===== src/plfe_cfg.svh =====
// Purpose: offsets, field positions, reset values and timing counts of the LED engine
// Assumes: 32-bit register words on byte addresses, 10 MHz core clock
// Notes: included by its bare name
`ifndef PLFE_CFG_SVH
`define PLFE_CFG_SVH

// ----------------------------------------
// register byte offsets
// ----------------------------------------
`define PLFE_ADDR_DIRECT 8'h00
`define PLFE_ADDR_COMPLEX 8'h04
`define PLFE_ADDR_STATUS 8'h08
`define PLFE_ADDR_LEDCFG_BASE 8'h10

// ----------------------------------------
// field positions
// ----------------------------------------
`define PLFE_DIRECT_VAL_LSB 0
`define PLFE_DIRECT_EN_LSB 4
`define PLFE_FAST_SEL_LSB 0
`define PLFE_SLOW_SEL_LSB 4
`define PLFE_SYNCED_BIT 8
`define PLFE_WALK_BIT 9
`define PLFE_INVWALK_BIT 10
`define PLFE_PULSE_SEL_LSB 0
`define PLFE_FASTF_SEL_LSB 4
`define PLFE_SLOWF_SEL_LSB 8
`define PLFE_CONST_SEL_LSB 12
`define PLFE_ST_LED_LSB 0
`define PLFE_ST_BUSY_LSB 4
`define PLFE_ST_POS_LSB 8
`define PLFE_ST_DIR_BIT 10

// ----------------------------------------
// reset values and implemented-bit masks
// ----------------------------------------
`define PLFE_RST_DIRECT 32'h0000_00F0
`define PLFE_RST_COMPLEX 32'h0000_0000
`define PLFE_RST_LEDCFG 32'h0000_0000
`define PLFE_MASK_DIRECT 32'h0000_00FF
`define PLFE_MASK_COMPLEX 32'h0000_0777
`define PLFE_MASK_LEDCFG 32'h0000_7777

// ----------------------------------------
// timing
// ----------------------------------------
`define PLFE_CLK_NS 100
`define PLFE_TICK_NS 1000000
`define PLFE_TICK_CYCLES ((`PLFE_TICK_NS + `PLFE_CLK_NS - 1) / `PLFE_CLK_NS)
`define PLFE_FAST_UNIT_TICKS 16'h0019
`define PLFE_SLOW_UNIT_TICKS 16'h0064

`endif


===== src/plfe_pkg.sv =====
// Purpose: shared types of the LED engine
// Assumes: nothing beyond the config header
// Notes: pulse states are one-hot
package plfe_pkg;
	typedef enum logic [2:0] {
		PLFE_P_IDLE = 3'b001,
		PLFE_P_ON = 3'b010,
		PLFE_P_OFF = 3'b100
	} plfe_pulse_state_type;

	typedef logic [1:0] plfe_resp_type;
	localparam plfe_resp_type PLFE_RESP_OKAY = 2'h0;
	localparam plfe_resp_type PLFE_RESP_SLVERR = 2'h2;
endpackage


===== src/plfe_rate_if.sv =====
// Purpose: carries one blink rate between the top and a rate generator
// Assumes: tick is a one-cycle strobe on aclk
// Notes: half_ticks is the half period in ticks
`timescale 1ns/100ps
interface plfe_rate_if;
	logic tick;
	logic [15:0] half_ticks;
	logic phase;
	logic step;
	modport gen(input tick, input half_ticks, output phase, output step);
	modport use_side(output tick, output half_ticks, input phase, input step);
endinterface


===== src/plfe_top.sv =====
// Purpose: LED function engine with AXI4-Lite register access
// Assumes: event_in comes from logic on aclk; LEDs light on a high output
// Notes: all LEDs share one pair of blink generators
// Operation
// - up to four LED outputs, high lights the LED
// - each LED runs internally or externally controlled
// - external mode drives the LED from a writable register bit
// - external mode off after reset; clearing the enable bit selects it
// - direct bit one lights, zero darkens, in external mode
// - several activities per LED resolved by fixed priority
// - any active complex function beats every direct function
// - direct order: pulse, fast blink, slow blink, constant on, none
// - each new event gives one on-off pulse; events during it ignored
// - pulse phases last one fast-blink half period
// - fast blink toggles at the global fast rate
// - slow blink toggles at the global slow rate
// - constant on holds the LED lit from its selected trigger
// - no direct function leaves the LED dark
// - synced blink at fast rate, even LEDs opposite to odd ones
// - walk one lit LED up and back, stepping at fast rate
// - inverted walk is the walk with every output inverted
// - complex order: synced blink, walk, inverted walk, none
// - two global fields set the fast and slow rates
// - each LED has one event selection per direct function
`timescale 1ns/100ps
`include "plfe_cfg.svh"
module plfe_top
	import plfe_pkg::*;
#(
	parameter int NUM_LEDS = 4,
	parameter int NUM_EVENTS = 7,
	parameter int TICK_CYCLES = `PLFE_TICK_CYCLES
) (
	input wire logic aclk, // core clock
	input wire logic aresetn, // sync reset, active low
	input wire logic [7:0] s_axi_awaddr, // write address
	input wire logic [2:0] s_axi_awprot, // unused
	input wire logic s_axi_awvalid, // write address valid
	output logic s_axi_awready, // write address ready
	input wire logic [31:0] s_axi_wdata, // write data
	input wire logic [3:0] s_axi_wstrb, // byte strobes
	input wire logic s_axi_wvalid, // write data valid
	output logic s_axi_wready, // write data ready
	output logic [1:0] s_axi_bresp, // write response
	output logic s_axi_bvalid, // write response valid
	input wire logic s_axi_bready, // write response ready
	input wire logic [7:0] s_axi_araddr, // read address
	input wire logic [2:0] s_axi_arprot, // unused
	input wire logic s_axi_arvalid, // read address valid
	output logic s_axi_arready, // read address ready
	output logic [31:0] s_axi_rdata, // read data
	output logic [1:0] s_axi_rresp, // read response
	output logic s_axi_rvalid, // read data valid
	input wire logic s_axi_rready, // read data ready
	input wire logic [NUM_EVENTS-1:0] event_in, // status/event levels from the PHY
	output logic [NUM_LEDS-1:0] led_out // LED pins, high lights
);

	// ----------------------------------------
	// elaboration checks
	// ----------------------------------------
	generate
		if (NUM_LEDS < 2 || NUM_LEDS > 4) begin : g_bad_leds
			$error("NUM_LEDS must be 2 to 4");
		end
		if (NUM_EVENTS < 1 || NUM_EVENTS > 7) begin : g_bad_events
			$error("NUM_EVENTS must be 1 to 7");
		end
		if (TICK_CYCLES < 1 || TICK_CYCLES > 65536) begin : g_bad_tick
			$error("TICK_CYCLES must be 1 to 65536");
		end
	endgenerate

	// ----------------------------------------
	// declarations
	// ----------------------------------------
	logic aw_held;
	logic [7:0] aw_addr;
	logic w_held;
	logic [31:0] w_data;
	logic [3:0] w_strb;
	logic do_write;
	logic wr_hit;
	logic [31:0] direct_reg;
	logic [31:0] complex_reg;
	logic [31:0] led_cfg [NUM_LEDS];
	logic [31:0] rd_mux;
	logic rd_hit;
	logic [15:0] tick_cnt;
	logic tick;
	logic [NUM_EVENTS-1:0] event_q;
	logic [NUM_EVENTS-1:0] event_rise;
	logic [1:0] walk_pos;
	logic walk_down;
	logic synced_on;
	logic walk_on;
	logic inv_walk_on;
	logic complex_on;
	logic [NUM_LEDS-1:0] pulse_busy;
	logic [NUM_LEDS-1:0] next_led;

	plfe_rate_if fast_if ();
	plfe_rate_if slow_if ();

	function automatic logic [31:0] merge(input logic [31:0] old_v, input logic [31:0] new_v,
		input logic [3:0] strb, input logic [31:0] mask);
		logic [31:0] res;
		res = old_v;
		for (int b = 0; b < 4; b++) begin
			if (strb[b]) begin
				res[b*8 +: 8] = new_v[b*8 +: 8];
			end
		end
		return res & mask;
	endfunction

	// a select of zero means none; k picks event k-1
	function automatic logic pick(input logic [2:0] sel, input logic [NUM_EVENTS-1:0] ev);
		logic res;
		res = 1'b0;
		for (int k = 0; k < NUM_EVENTS; k++) begin
			if (sel == 3'(k + 1)) begin
				res = ev[k];
			end
		end
		return res;
	endfunction

	// ----------------------------------------
	// AXI4-Lite write channel
	// ----------------------------------------
	assign s_axi_awready = !aw_held;
	assign s_axi_wready = !w_held;
	assign do_write = aw_held && w_held && !s_axi_bvalid;

	always_ff @(posedge aclk) begin
		if (!aresetn) begin
			aw_held <= 1'b0;
			aw_addr <= 8'h00;
		end else if (s_axi_awvalid && s_axi_awready) begin
			aw_held <= 1'b1;
			aw_addr <= s_axi_awaddr;
		end else if (do_write) begin
			aw_held <= 1'b0;
		end
	end

	always_ff @(posedge aclk) begin
		if (!aresetn) begin
			w_held <= 1'b0;
			w_data <= 32'h0000_0000;
			w_strb <= 4'h0;
		end else if (s_axi_wvalid && s_axi_wready) begin
			w_held <= 1'b1;
			w_data <= s_axi_wdata;
			w_strb <= s_axi_wstrb;
		end else if (do_write) begin
			w_held <= 1'b0;
		end
	end

	always_comb begin
		wr_hit = 1'b0;
		if (aw_addr[7:2] == `PLFE_ADDR_DIRECT >> 2 || aw_addr[7:2] == `PLFE_ADDR_COMPLEX >> 2) begin
			wr_hit = 1'b1;
		end
		for (int i = 0; i < NUM_LEDS; i++) begin
			if (aw_addr[7:2] == 6'((`PLFE_ADDR_LEDCFG_BASE >> 2) + i)) begin
				wr_hit = 1'b1;
			end
		end
	end

	always_ff @(posedge aclk) begin
		if (!aresetn) begin
			s_axi_bvalid <= 1'b0;
			s_axi_bresp <= PLFE_RESP_OKAY;
		end else if (do_write) begin
			s_axi_bvalid <= 1'b1;
			s_axi_bresp <= wr_hit ? PLFE_RESP_OKAY : PLFE_RESP_SLVERR;
		end else if (s_axi_bready) begin
			s_axi_bvalid <= 1'b0;
		end
	end

	// ----------------------------------------
	// registers
	// ----------------------------------------
	// enables reset to one, so every LED starts internally controlled
	always_ff @(posedge aclk) begin
		if (!aresetn) begin
			direct_reg <= `PLFE_RST_DIRECT;
		end else if (do_write && aw_addr[7:2] == `PLFE_ADDR_DIRECT >> 2) begin
			direct_reg <= merge(direct_reg, w_data, w_strb, `PLFE_MASK_DIRECT);
		end
	end

	always_ff @(posedge aclk) begin
		if (!aresetn) begin
			complex_reg <= `PLFE_RST_COMPLEX;
		end else if (do_write && aw_addr[7:2] == `PLFE_ADDR_COMPLEX >> 2) begin
			complex_reg <= merge(complex_reg, w_data, w_strb, `PLFE_MASK_COMPLEX);
		end
	end

	generate
		for (genvar i = 0; i < NUM_LEDS; i++) begin : g_cfg
			always_ff @(posedge aclk) begin
				if (!aresetn) begin
					led_cfg[i] <= `PLFE_RST_LEDCFG;
				end else if (do_write &&
					aw_addr[7:2] == 6'((`PLFE_ADDR_LEDCFG_BASE >> 2) + i)) begin
					led_cfg[i] <= merge(led_cfg[i], w_data, w_strb, `PLFE_MASK_LEDCFG);
				end
			end
		end
	endgenerate

	// ----------------------------------------
	// AXI4-Lite read channel
	// ----------------------------------------
	assign s_axi_arready = !s_axi_rvalid;

	always_comb begin
		rd_mux = 32'h0000_0000;
		rd_hit = 1'b0;
		if (s_axi_araddr[7:2] == `PLFE_ADDR_DIRECT >> 2) begin
			rd_mux = direct_reg;
			rd_hit = 1'b1;
		end
		if (s_axi_araddr[7:2] == `PLFE_ADDR_COMPLEX >> 2) begin
			rd_mux = complex_reg;
			rd_hit = 1'b1;
		end
		if (s_axi_araddr[7:2] == `PLFE_ADDR_STATUS >> 2) begin
			rd_mux[`PLFE_ST_LED_LSB +: NUM_LEDS] = led_out;
			rd_mux[`PLFE_ST_BUSY_LSB +: NUM_LEDS] = pulse_busy;
			rd_mux[`PLFE_ST_POS_LSB +: 2] = walk_pos;
			rd_mux[`PLFE_ST_DIR_BIT] = walk_down;
			rd_hit = 1'b1;
		end
		for (int i = 0; i < NUM_LEDS; i++) begin
			if (s_axi_araddr[7:2] == 6'((`PLFE_ADDR_LEDCFG_BASE >> 2) + i)) begin
				rd_mux = led_cfg[i];
				rd_hit = 1'b1;
			end
		end
	end

	always_ff @(posedge aclk) begin
		if (!aresetn) begin
			s_axi_rvalid <= 1'b0;
			s_axi_rdata <= 32'h0000_0000;
			s_axi_rresp <= PLFE_RESP_OKAY;
		end else if (s_axi_arvalid && s_axi_arready) begin
			s_axi_rvalid <= 1'b1;
			s_axi_rdata <= rd_mux;
			s_axi_rresp <= rd_hit ? PLFE_RESP_OKAY : PLFE_RESP_SLVERR;
		end else if (s_axi_rready) begin
			s_axi_rvalid <= 1'b0;
		end
	end

	// ----------------------------------------
	// shared timebase
	// ----------------------------------------
	// one prescaler for both rates keeps all blinks on common edges
	always_ff @(posedge aclk) begin
		if (!aresetn) begin
			tick_cnt <= 16'h0000;
			tick <= 1'b0;
		end else if (tick_cnt == 16'(TICK_CYCLES - 1)) begin
			tick_cnt <= 16'h0000;
			tick <= 1'b1;
		end else begin
			tick_cnt <= tick_cnt + 16'h0001;
			tick <= 1'b0;
		end
	end

	assign fast_if.tick = tick;
	assign slow_if.tick = tick;
	assign fast_if.half_ticks = `PLFE_FAST_UNIT_TICKS *
		({13'h0000, complex_reg[`PLFE_FAST_SEL_LSB +: 3]} + 16'h0001);
	assign slow_if.half_ticks = `PLFE_SLOW_UNIT_TICKS *
		({13'h0000, complex_reg[`PLFE_SLOW_SEL_LSB +: 3]} + 16'h0001);

	plfe_rate_gen u_fast (
		.aclk(aclk),
		.aresetn(aresetn),
		.rate(fast_if.gen)
	);

	plfe_rate_gen u_slow (
		.aclk(aclk),
		.aresetn(aresetn),
		.rate(slow_if.gen)
	);

	// ----------------------------------------
	// complex functions
	// ----------------------------------------
	assign synced_on = complex_reg[`PLFE_SYNCED_BIT];
	assign walk_on = complex_reg[`PLFE_WALK_BIT];
	assign inv_walk_on = complex_reg[`PLFE_INVWALK_BIT];
	assign complex_on = synced_on || walk_on || inv_walk_on;

	// the walk restarts at LED0 whenever neither walk is selected
	always_ff @(posedge aclk) begin
		if (!aresetn || !(walk_on || inv_walk_on)) begin
			walk_pos <= 2'h0;
			walk_down <= 1'b0;
		end else if (fast_if.step) begin
			if (!walk_down) begin
				if (walk_pos == 2'(NUM_LEDS - 1)) begin
					walk_down <= 1'b1;
					walk_pos <= walk_pos - 2'h1;
				end else begin
					walk_pos <= walk_pos + 2'h1;
				end
			end else begin
				if (walk_pos == 2'h0) begin
					walk_down <= 1'b0;
					walk_pos <= 2'h1;
				end else begin
					walk_pos <= walk_pos - 2'h1;
				end
			end
		end
	end

	// ----------------------------------------
	// per-LED direct functions
	// ----------------------------------------
	always_ff @(posedge aclk) begin
		if (!aresetn) begin
			event_q <= '0;
		end else begin
			event_q <= event_in;
		end
	end

	assign event_rise = event_in & ~event_q;

	generate
		for (genvar i = 0; i < NUM_LEDS; i++) begin : g_led
			plfe_pulse_state_type pstate;
			logic [15:0] ptimer;
			logic pulse_start;
			logic phase_done;
			logic direct_val;
			logic complex_val;

			assign pulse_start = pick(led_cfg[i][`PLFE_PULSE_SEL_LSB +: 3], event_rise);
			assign phase_done = tick && (ptimer + 16'h0001 >= fast_if.half_ticks);

			always_ff @(posedge aclk) begin
				if (!aresetn) begin
					pstate <= PLFE_P_IDLE;
					ptimer <= 16'h0000;
				end else begin
					case (pstate)
						PLFE_P_IDLE: begin
							ptimer <= 16'h0000;
							if (pulse_start) begin
								pstate <= PLFE_P_ON;
							end
						end
						PLFE_P_ON: begin
							if (phase_done) begin
								ptimer <= 16'h0000;
								pstate <= PLFE_P_OFF;
							end else if (tick) begin
								ptimer <= ptimer + 16'h0001;
							end
						end
						PLFE_P_OFF: begin
							if (phase_done) begin
								ptimer <= 16'h0000;
								pstate <= PLFE_P_IDLE;
							end else if (tick) begin
								ptimer <= ptimer + 16'h0001;
							end
						end
						default: begin
							pstate <= PLFE_P_IDLE;
							ptimer <= 16'h0000;
						end
					endcase
				end
			end

			assign pulse_busy[i] = (pstate != PLFE_P_IDLE);

			// fixed priority multiplexes several activities on one pin
			always_comb begin
				if (pulse_busy[i]) begin
					direct_val = (pstate == PLFE_P_ON);
				end else if (pick(led_cfg[i][`PLFE_FASTF_SEL_LSB +: 3], event_in)) begin
					direct_val = fast_if.phase;
				end else if (pick(led_cfg[i][`PLFE_SLOWF_SEL_LSB +: 3], event_in)) begin
					direct_val = slow_if.phase;
				end else if (pick(led_cfg[i][`PLFE_CONST_SEL_LSB +: 3], event_in)) begin
					direct_val = 1'b1;
				end else begin
					direct_val = 1'b0;
				end
			end

			always_comb begin
				if (synced_on) begin
					complex_val = fast_if.phase ^ ((i % 2) == 0);
				end else if (walk_on) begin
					complex_val = (walk_pos == 2'(i));
				end else begin
					complex_val = (walk_pos != 2'(i));
				end
			end

			always_comb begin
				if (!direct_reg[`PLFE_DIRECT_EN_LSB + i]) begin
					next_led[i] = direct_reg[`PLFE_DIRECT_VAL_LSB + i];
				end else if (complex_on) begin
					next_led[i] = complex_val;
				end else begin
					next_led[i] = direct_val;
				end
			end
		end
	endgenerate

	// ----------------------------------------
	// LED pins
	// ----------------------------------------
	always_ff @(posedge aclk) begin
		if (!aresetn) begin
			led_out <= '0;
		end else begin
			led_out <= next_led;
		end
	end

endmodule // plfe_top


===== src/plfe_rate_gen.sv =====
// Purpose: free-running blink phase generator for one rate
// Assumes: half_ticks is at least one
// Notes: a shorter new half period takes effect at once because of the >= compare
`timescale 1ns/100ps
module plfe_rate_gen
	import plfe_pkg::*;
(
	input wire logic aclk, // core clock
	input wire logic aresetn, // sync reset, active low
	plfe_rate_if.gen rate // tick in, phase and step out
);
	logic [15:0] cnt;

	// ----------------------------------------
	// half-period counter
	// ----------------------------------------
	always_ff @(posedge aclk) begin
		if (!aresetn) begin
			cnt <= 16'h0000;
			rate.phase <= 1'b0;
			rate.step <= 1'b0;
		end else begin
			rate.step <= 1'b0;
			if (rate.tick) begin
				if (cnt + 16'h0001 >= rate.half_ticks) begin
					cnt <= 16'h0000;
					rate.phase <= ~rate.phase;
					rate.step <= 1'b1;
				end else begin
					cnt <= cnt + 16'h0001;
				end
			end
		end
	end
endmodule // plfe_rate_gen


===== config.mk =====
export PLATFORM = sky130hd
export DESIGN_NAME = plfe_top
export DESIGN_NICKNAME = d
export VERILOG_FILES = /design/src/plfe_pkg.sv /design/src/plfe_rate_if.sv /design/src/plfe_top.sv /design/src/plfe_rate_gen.sv
export VERILOG_INCLUDE_DIRS = /design/src /design/src/src
export SDC_FILE = /design/constraint.sdc
export NUM_CORES = 1
export LEC_CHECK = 0
export ABC_CLOCK_PERIOD_IN_PS = 5600
export BUFFER_PORTS_ARGS = -buffer_cell sky130_fd_sc_hd__buf_2
export CAP_MARGIN = 30
export CORE_ASPECT_RATIO = 0.7
export CORE_MARGIN = 2
export CORE_UTILIZATION = 50
export CTS_BUF_LIST = sky130_fd_sc_hd__clkbuf_8
export DETAILED_ROUTE_END_ITERATION = 8
export PLACE_DENSITY = 0.74
export SLEW_MARGIN = 15
export SYNTH_ARGS = -nofsm -noshare
export SYNTH_HDL_FRONTEND = slang
export SYNTH_SLANG_ARGS = --single-unit

===== constraint.sdc =====
create_clock -name aclk -period 5.6 [get_ports aclk]
set_input_delay 0.56 -clock aclk [delete_from_list [all_inputs] [get_ports aclk]]
set_output_delay 0.56 -clock aclk [all_outputs]
set_load 0.03 [all_outputs]

* After elaboration in Yosys (flattened, before gate mapping)
Memory sizes are Yosys's and may differ from the RTL's.
Index checks and enable logic that the tools add are counted.
** Storage, ports and cells
- Output and inout port bits :: 45
- Memories :: 1
- Memory bits (writable) :: 48
- Register bits after elaboration :: 224
- Bits of input ports :: 72
** Memories
- led_cfg :: depth 4, bits a word 12, rd ports 4, clocked after Yosys merged registers in 0, write ports 4, line plfe_top.sv:86 : logic [31:0] led_cfg [NUM_LEDS];
** Operators by class
- Multipliers :: 2
- Reduce and logical (&&, ||, !) cells :: 53
- $lt $le $gt $ge :: 6
- Eq/ne operators :: 158
- Add/sub/neg operators :: 11
- Bitwise logic cells :: 13
- Mux-type cells :: 263
** Operator list (number)
- $mux 1 :: 205
- $eq 3x3->1 const B :: 68
- $mux 7 :: 24
- $mux 32 :: 5
- $add 16x1->16 const B :: 7
- $eq 3x2->1 const B :: 36
- $ge 16x9->1 :: 5
- $eq 3x1->1 const B :: 20
- $eq 6x3->1 const B :: 8
- $mux 12 :: 4
- $mux 3 :: 12
- $pmux 3 s3 :: 4
- $mux 16 :: 2
- $ne 2x2->1 const B :: 14
- $mul 5x4->9 const A :: 2
- $eq 16x14->1 const B :: 1
- $ge 16x11->1 :: 1
- $logic_and 1x1->1 :: 15
- $eq 6x1->1 const B :: 2
- $logic_not 6->1 :: 2
- $ne 3x1->1 const B :: 4
- $reduce_and 2->1 :: 6
- $reduce_and 3->1 :: 4
- $reduce_or 3->1 :: 4
- other kinds (19) :: 51

* Longest topological paths before layout
An unclocked memory read counts as a cell.
- Depth after elaboration :: 21
- Depth in mapped cells :: 19
- Mapped depth without buffers :: 18

* Cells and area by module
A second synthesis with hierarchy kept.
** Unflattened totals
- Cell total of the unflattened synthesis :: 1789
- Area, all modules :: 15645.0 µm²
** Modules (own cells, without submodules)
- plfe_top :: instances 1, area an instance 12629.6 µm², sequential area each 4764.6 µm², cells each 1417
- plfe_rate_gen :: instances 2, area an instance 1507.7 µm², sequential area each 360.3 µm², cells each 186

* Least setup slack after synthesis
OpenSTA, ideal clock, no wires.
- Path type :: register -> register
- Start point :: reg complex_reg[1]
- End point :: reg g_led[3].ptimer[10]
- Path buffers :: 1
- Required time :: 5.536 ns
- Path slack :: 1.652 ns
- Arrival time :: 3.884 ns
- Period minus slack after synthesis :: 3.948 ns
- Setup time :: 0.064 ns
- Cell stages (with the launch flop) :: 19
- Cell sequence :: dfxtp_1 ha_1 xor2_1 inv_1 ha_1 inv_1 ha_1 ha_1 nand2b_1 a221oi_1 nor4_1 nor2_2 inv_2 ha_1 a211o_1 o41ai_4 o2111ai_4 buf_6 nor2_1
** On the way
- Longest elaborated chain between the ends :: 5
** RTL lines
- start: declaration :: line plfe_top.sv:85 : logic [31:0] complex_reg;
- start signal: assignment :: line plfe_top.sv:200 : complex_reg <= `PLFE_RST_COMPLEX;
- start signal: assignment :: line plfe_top.sv:202 : complex_reg <= merge(complex_reg, w_data, w_strb, `PLFE_MASK_COMPLEX);
- $add 3x1->4 :: line plfe_top.sv:284 : ({13'h0000, complex_reg[`PLFE_FAST_SEL_LSB +: 3]} + 16'h0001);
- $mul 5x4->9 (no source line)
- $ge 16x9->1 :: line plfe_top.sv:355 : assign phase_done = tick && (ptimer + 16'h0001 >= fast_if.half_ticks);
- $logic_and 1x1->1 :: line plfe_top.sv:355
- $reduce_or 3->1 (no source line)
- end signal: assignment :: line plfe_top.sv:374 : ptimer <= ptimer + 16'h0001;
- end signal: assignment :: line plfe_top.sv:382 : ptimer <= ptimer + 16'h0001;
- end: declaration :: line plfe_top.sv:348 : logic [15:0] ptimer;
No other way between the ends.
A chain may end at the register's enable or synchronous reset.

* Worst setup path after layout
- Start point :: reg complex_reg[0]
- End point :: reg g_led[3].ptimer[6]
The elaborated chain is that of the path after synthesis.

==> flow_metrics.py <==
metrics = {
    "outcome": {
        "outcome": "finished, violations left",
        "violations": "design-rule violations",
    },
    "routing": {
        "wl_per_cell_um": 17.3,
        "wl_um": 35700,
        "drc": 1,
        "ant_nets": 0,
        "firstDrtPassIters": 8,
        "vias_per_cell": 5.85,
        "first_iter_violations": 1155,
        "vias": 12076,
    },
    "layout": {
        "final_cell_mix": "227 x nor2_1, 200 x dfxtp_1, 131 x nand2_1, 75 x a21oi_1",
        "final_common_cell": "nor2_1",
        "instances_no_fill": 2063,
        "syn_to_final_growth_pct": 9.72,
        "design_area_um2": 15700,
        "fin_nets": 1801,
        "n_fill_cell": 2459,
        "regMostFlops": "g_led.ptimer",
        "final_util_pct": 56.1,
        "diodes": 0,
        "layout-drive-gt1-share_pct": 11.7,
        "largest_reg_flops": 64,
        "largestRegisters": "g_led.ptimer (64), led_cfg (48)",
    },
    "pwr": {
        "p_comb_share_pct": 8.0,
        "pwr_density_cell_nw_per_um2": 254,
        "p_leak_nw": 6.09,
        "switchingPower_w": 0.000993,
        "max-vdd-ir-drop_v": 0.000189,
        "p_sw_share_pct": 25.0,
        "pwr-share-clk_pct": 43.6,
        "p_seq_share_pct": 48.4,
        "power.internal_w": 0.00298,
    },
    "synth": {
        "syn_area_per_cell_um2": 8.85,
        "synth_async_sr_flop_share_pct": 0,
        "synth_edf_count": 48,
        "synth_area_leaders": "dfxtp_1 28%, edfxtp_1 10%, nor2_1 6.0%",
        "synth.yosys.warnings": 0,
        "synth-seq-cells": 249,
        "synth_flop_cell": "dfxtp_1",
        "synth_seq_area_share_pct": 38.2,
        "synth_top_area_share_pct": 28.1,
        "yosysUniqueCellTypes": 79,
        "synthesis.instances": 1616,
        "yosysTopAreaCell": "dfxtp_1",
        "synth_area_um2": 14300,
    },
    "timing": {
        "setup_viol": 0,
        "max_freq_mhz": 213,
        "rsz0062_at_grt": "false",
        "tns_ns": 0,
        "fin_hold_ws_ns": 0.199,
        "fin_worst_skew_ns": 0.0217,
        "tightest_slew_ns": 0.941,
        "fin_crit_ns": 4.69,
        "final_max_slew_viol_count": 0,
        "relSlewSlack_pct": 36.6,
        "finalCritPeriodShare_pct": 83.8,
        "hold_violations": 0,
    },
    "placed_design": {
        "placed_cells": 1987,
        "postPlaceCellArea_um2": 14800,
        "place_congestion": 0.928,
        "port_buffers": 66,
        "dp_hpwl_um": 25900,
    },
    "clocking": {
        "cts_inserted_buffers": 41,
        "post_cts_resized": 0,
        "cts_sinks": 249,
        "cts_max_path_buffers": 3,
        "cts_setup_buffers": 0,
        "root_buffer": "clkbuf_8",
        "hold_buffers": 0,
        "path_clk_slew_ns": 0.06,
        "clock_latency_ns": 0.56,
        "cts_tree": "built",
        "h-tree-depth": 2,
    },
    "grt": {
        "grt_pass1_wl_um": 57600,
        "grt_max_degree": 58,
        "grt_use_total_pct": 23.8,
        "grt_util_met3_pct": 5.80,
        "grt_use_met2_pct": 32.6,
        "overflow": 0,
        "grt.busiest_layer": "met1",
        "met1_usage_pct": 36.7,
        "grt_pass1_vias": 11087,
        "antenna_found_initial": 0,
    },
    "worst_setup_path": {
        "path_class": "reg -> reg",
        "rr_worst_depth": 19,
        "cp_cell_sequence": "ha_1 > xor2_1 > buf_4 > inv_1 > ha_1 > inv_1 > ha_1 > ha_1 > nand2b_1 > a221oi_1 > nor4_1 > buf_4 > nor2_2 > inv_2 > ha_1 > a211o_1 > o41ai_4 > o2111ai_4 > nor2_1",
        "crit_path_max_incr_delay_ns": 0.52,
        "critPathCaptureType": "flip-flop",
        "required_ns": 6.08,
        "r2r_start": "complex_reg[0]",
        "r2r-end": "g_led[3].ptimer[6]",
        "cp_max_fo": 16,
        "worst_setup_path_start_kind": "flip-flop",
        "reg2reg_slack_ns": 0.91,
        "cp.arrival_ns": 5.17,
        "cp_slowest_cell": "dfxtp_1",
        "cp_common_cell": "ha_1",
    },
    "worst_hold_path": {
        "hp-class": "in -> reg",
        "holdPathEnd": "s_axi_rvalid",
        "hp-start": "s_axi_rready",
        "min_path_cells": 2,
    },
    "die": {
        "start_util_pct": 51.2,
        "io_pins": 117,
        "die_h_um": 145,
        "rows": 51,
        "fp.coreArea_um2": 27900,
        "die_w_um": 206,
        "die-area_um2": 30000,
    },
    "flow_run": {
        "cap_violations": 0,
    },
}
power groups by stage:
| stage | combinational, W | sequential, W | clock, W |
|---|---|---|---|
| floorplan | 0.000220 | 0.00197 | 0 |
| global placement | 0.000303 | 0.00196 | 0 |
| detailed placement | 0.000310 | 0.00196 | 0 |
| CTS | 0.000311 | 0.00192 | 0.00177 |
| global route | 0.000346 | 0.00193 | 0.00186 |
| finish | 0.000318 | 0.00193 | 0.00173 |
cell usage after synthesis (14+ instances only):
cell type,number
nor2_1,227
dfxtp_1,201
nand2_1,131
a21oi_1,75
nand3_1,74
xor2_1,74
xnor2_1,73
ha_1,66
o21ai_0,60
clkbuf_1,52
edfxtp_1,48
nor3_1,42
mux2i_1,38
and2_1,36
inv_1,35
nand4_1,35
and3_1,28
nand2b_1,25
a211oi_1,21
a22oi_1,20
buf_4,20
mux4_2,19
mux2_2,17
a21o_1,15
nor4_1,15
a31oi_1,14
cell type report:
class / instances / area, um^2 / share of cell area (%)
clock inverter: 18 / 153 / 0.973
timing repair buffer: 79 / 424 / 2.70
sequential: 249 / 5470 / 34.8
tap: 371 / 464 / 2.96
inverter: 36 / 135 / 0.861
clock buffer: 54 / 743 / 4.74
multi-input combinational: 1256 / 8300 / 52.9
cells by family (layout without fill, tap and decap cells):
kind of cell	count (synthesis)	after routing	share of synthesized area (%)
compound gates	279	279	13.0
xor+xnor	149	149	9.28
fa+ha+maj	69	69	5.99
buf+inv	132	187	4.26
flops	249	249	38.2
mux	74	74	6.99
other cells	1	22	0.0262
simple gates	663	663	22.2
worst max-delay path: cells and delay by family (launching register included):
kind | cells | cell delay [ns]
XOR/XNOR | 1 | 0.16
adder cells (fa/ha/maj) | 5 | 1.23
flip-flops | 1 | 0.52
AND/OR/NAND/NOR | 4 | 0.62
buffers and inverters | 5 | 0.59
AO/OA/AOI/OAI | 4 | 1.47
how the worst max path moves through the flow:
stage          depth (start not counted)                  end  slack, ns      startpoint
3_3_place_gp                          19   g_led[3].ptimer[3]       1.07  complex_reg[0]
4_1_cts                               19   g_led[3].ptimer[6]       0.89  complex_reg[0]
6_report                              19   g_led[3].ptimer[6]       0.91  complex_reg[0]
2_1_floorplan                         18  g_led[3].ptimer[10]       1.65  complex_reg[1]
5_1_grt                               19   g_led[3].ptimer[3]       0.63  complex_reg[0]
3_5_place_dp                          19   g_led[3].ptimer[6]       0.91  complex_reg[0]
stage by stage:
step	setup slack, ns	power, W
detailed placement	0.907	0.00227
floorplan	1.65	0.00219
global route	0.633	0.00413
finish	0.908	0.00398
CTS	0.889	0.00400
global placement	1.07	0.00226
layer usage:
layer	vias up	wire [um]	share of wire (%)
li1	5838	-	-
met1	5673	17000	48
met2	496	14400	40
met3	69	3630	10
met4	0	665	1.9
met5	-	0	0
No activity file was read; power rests on OpenSTA's default activity.
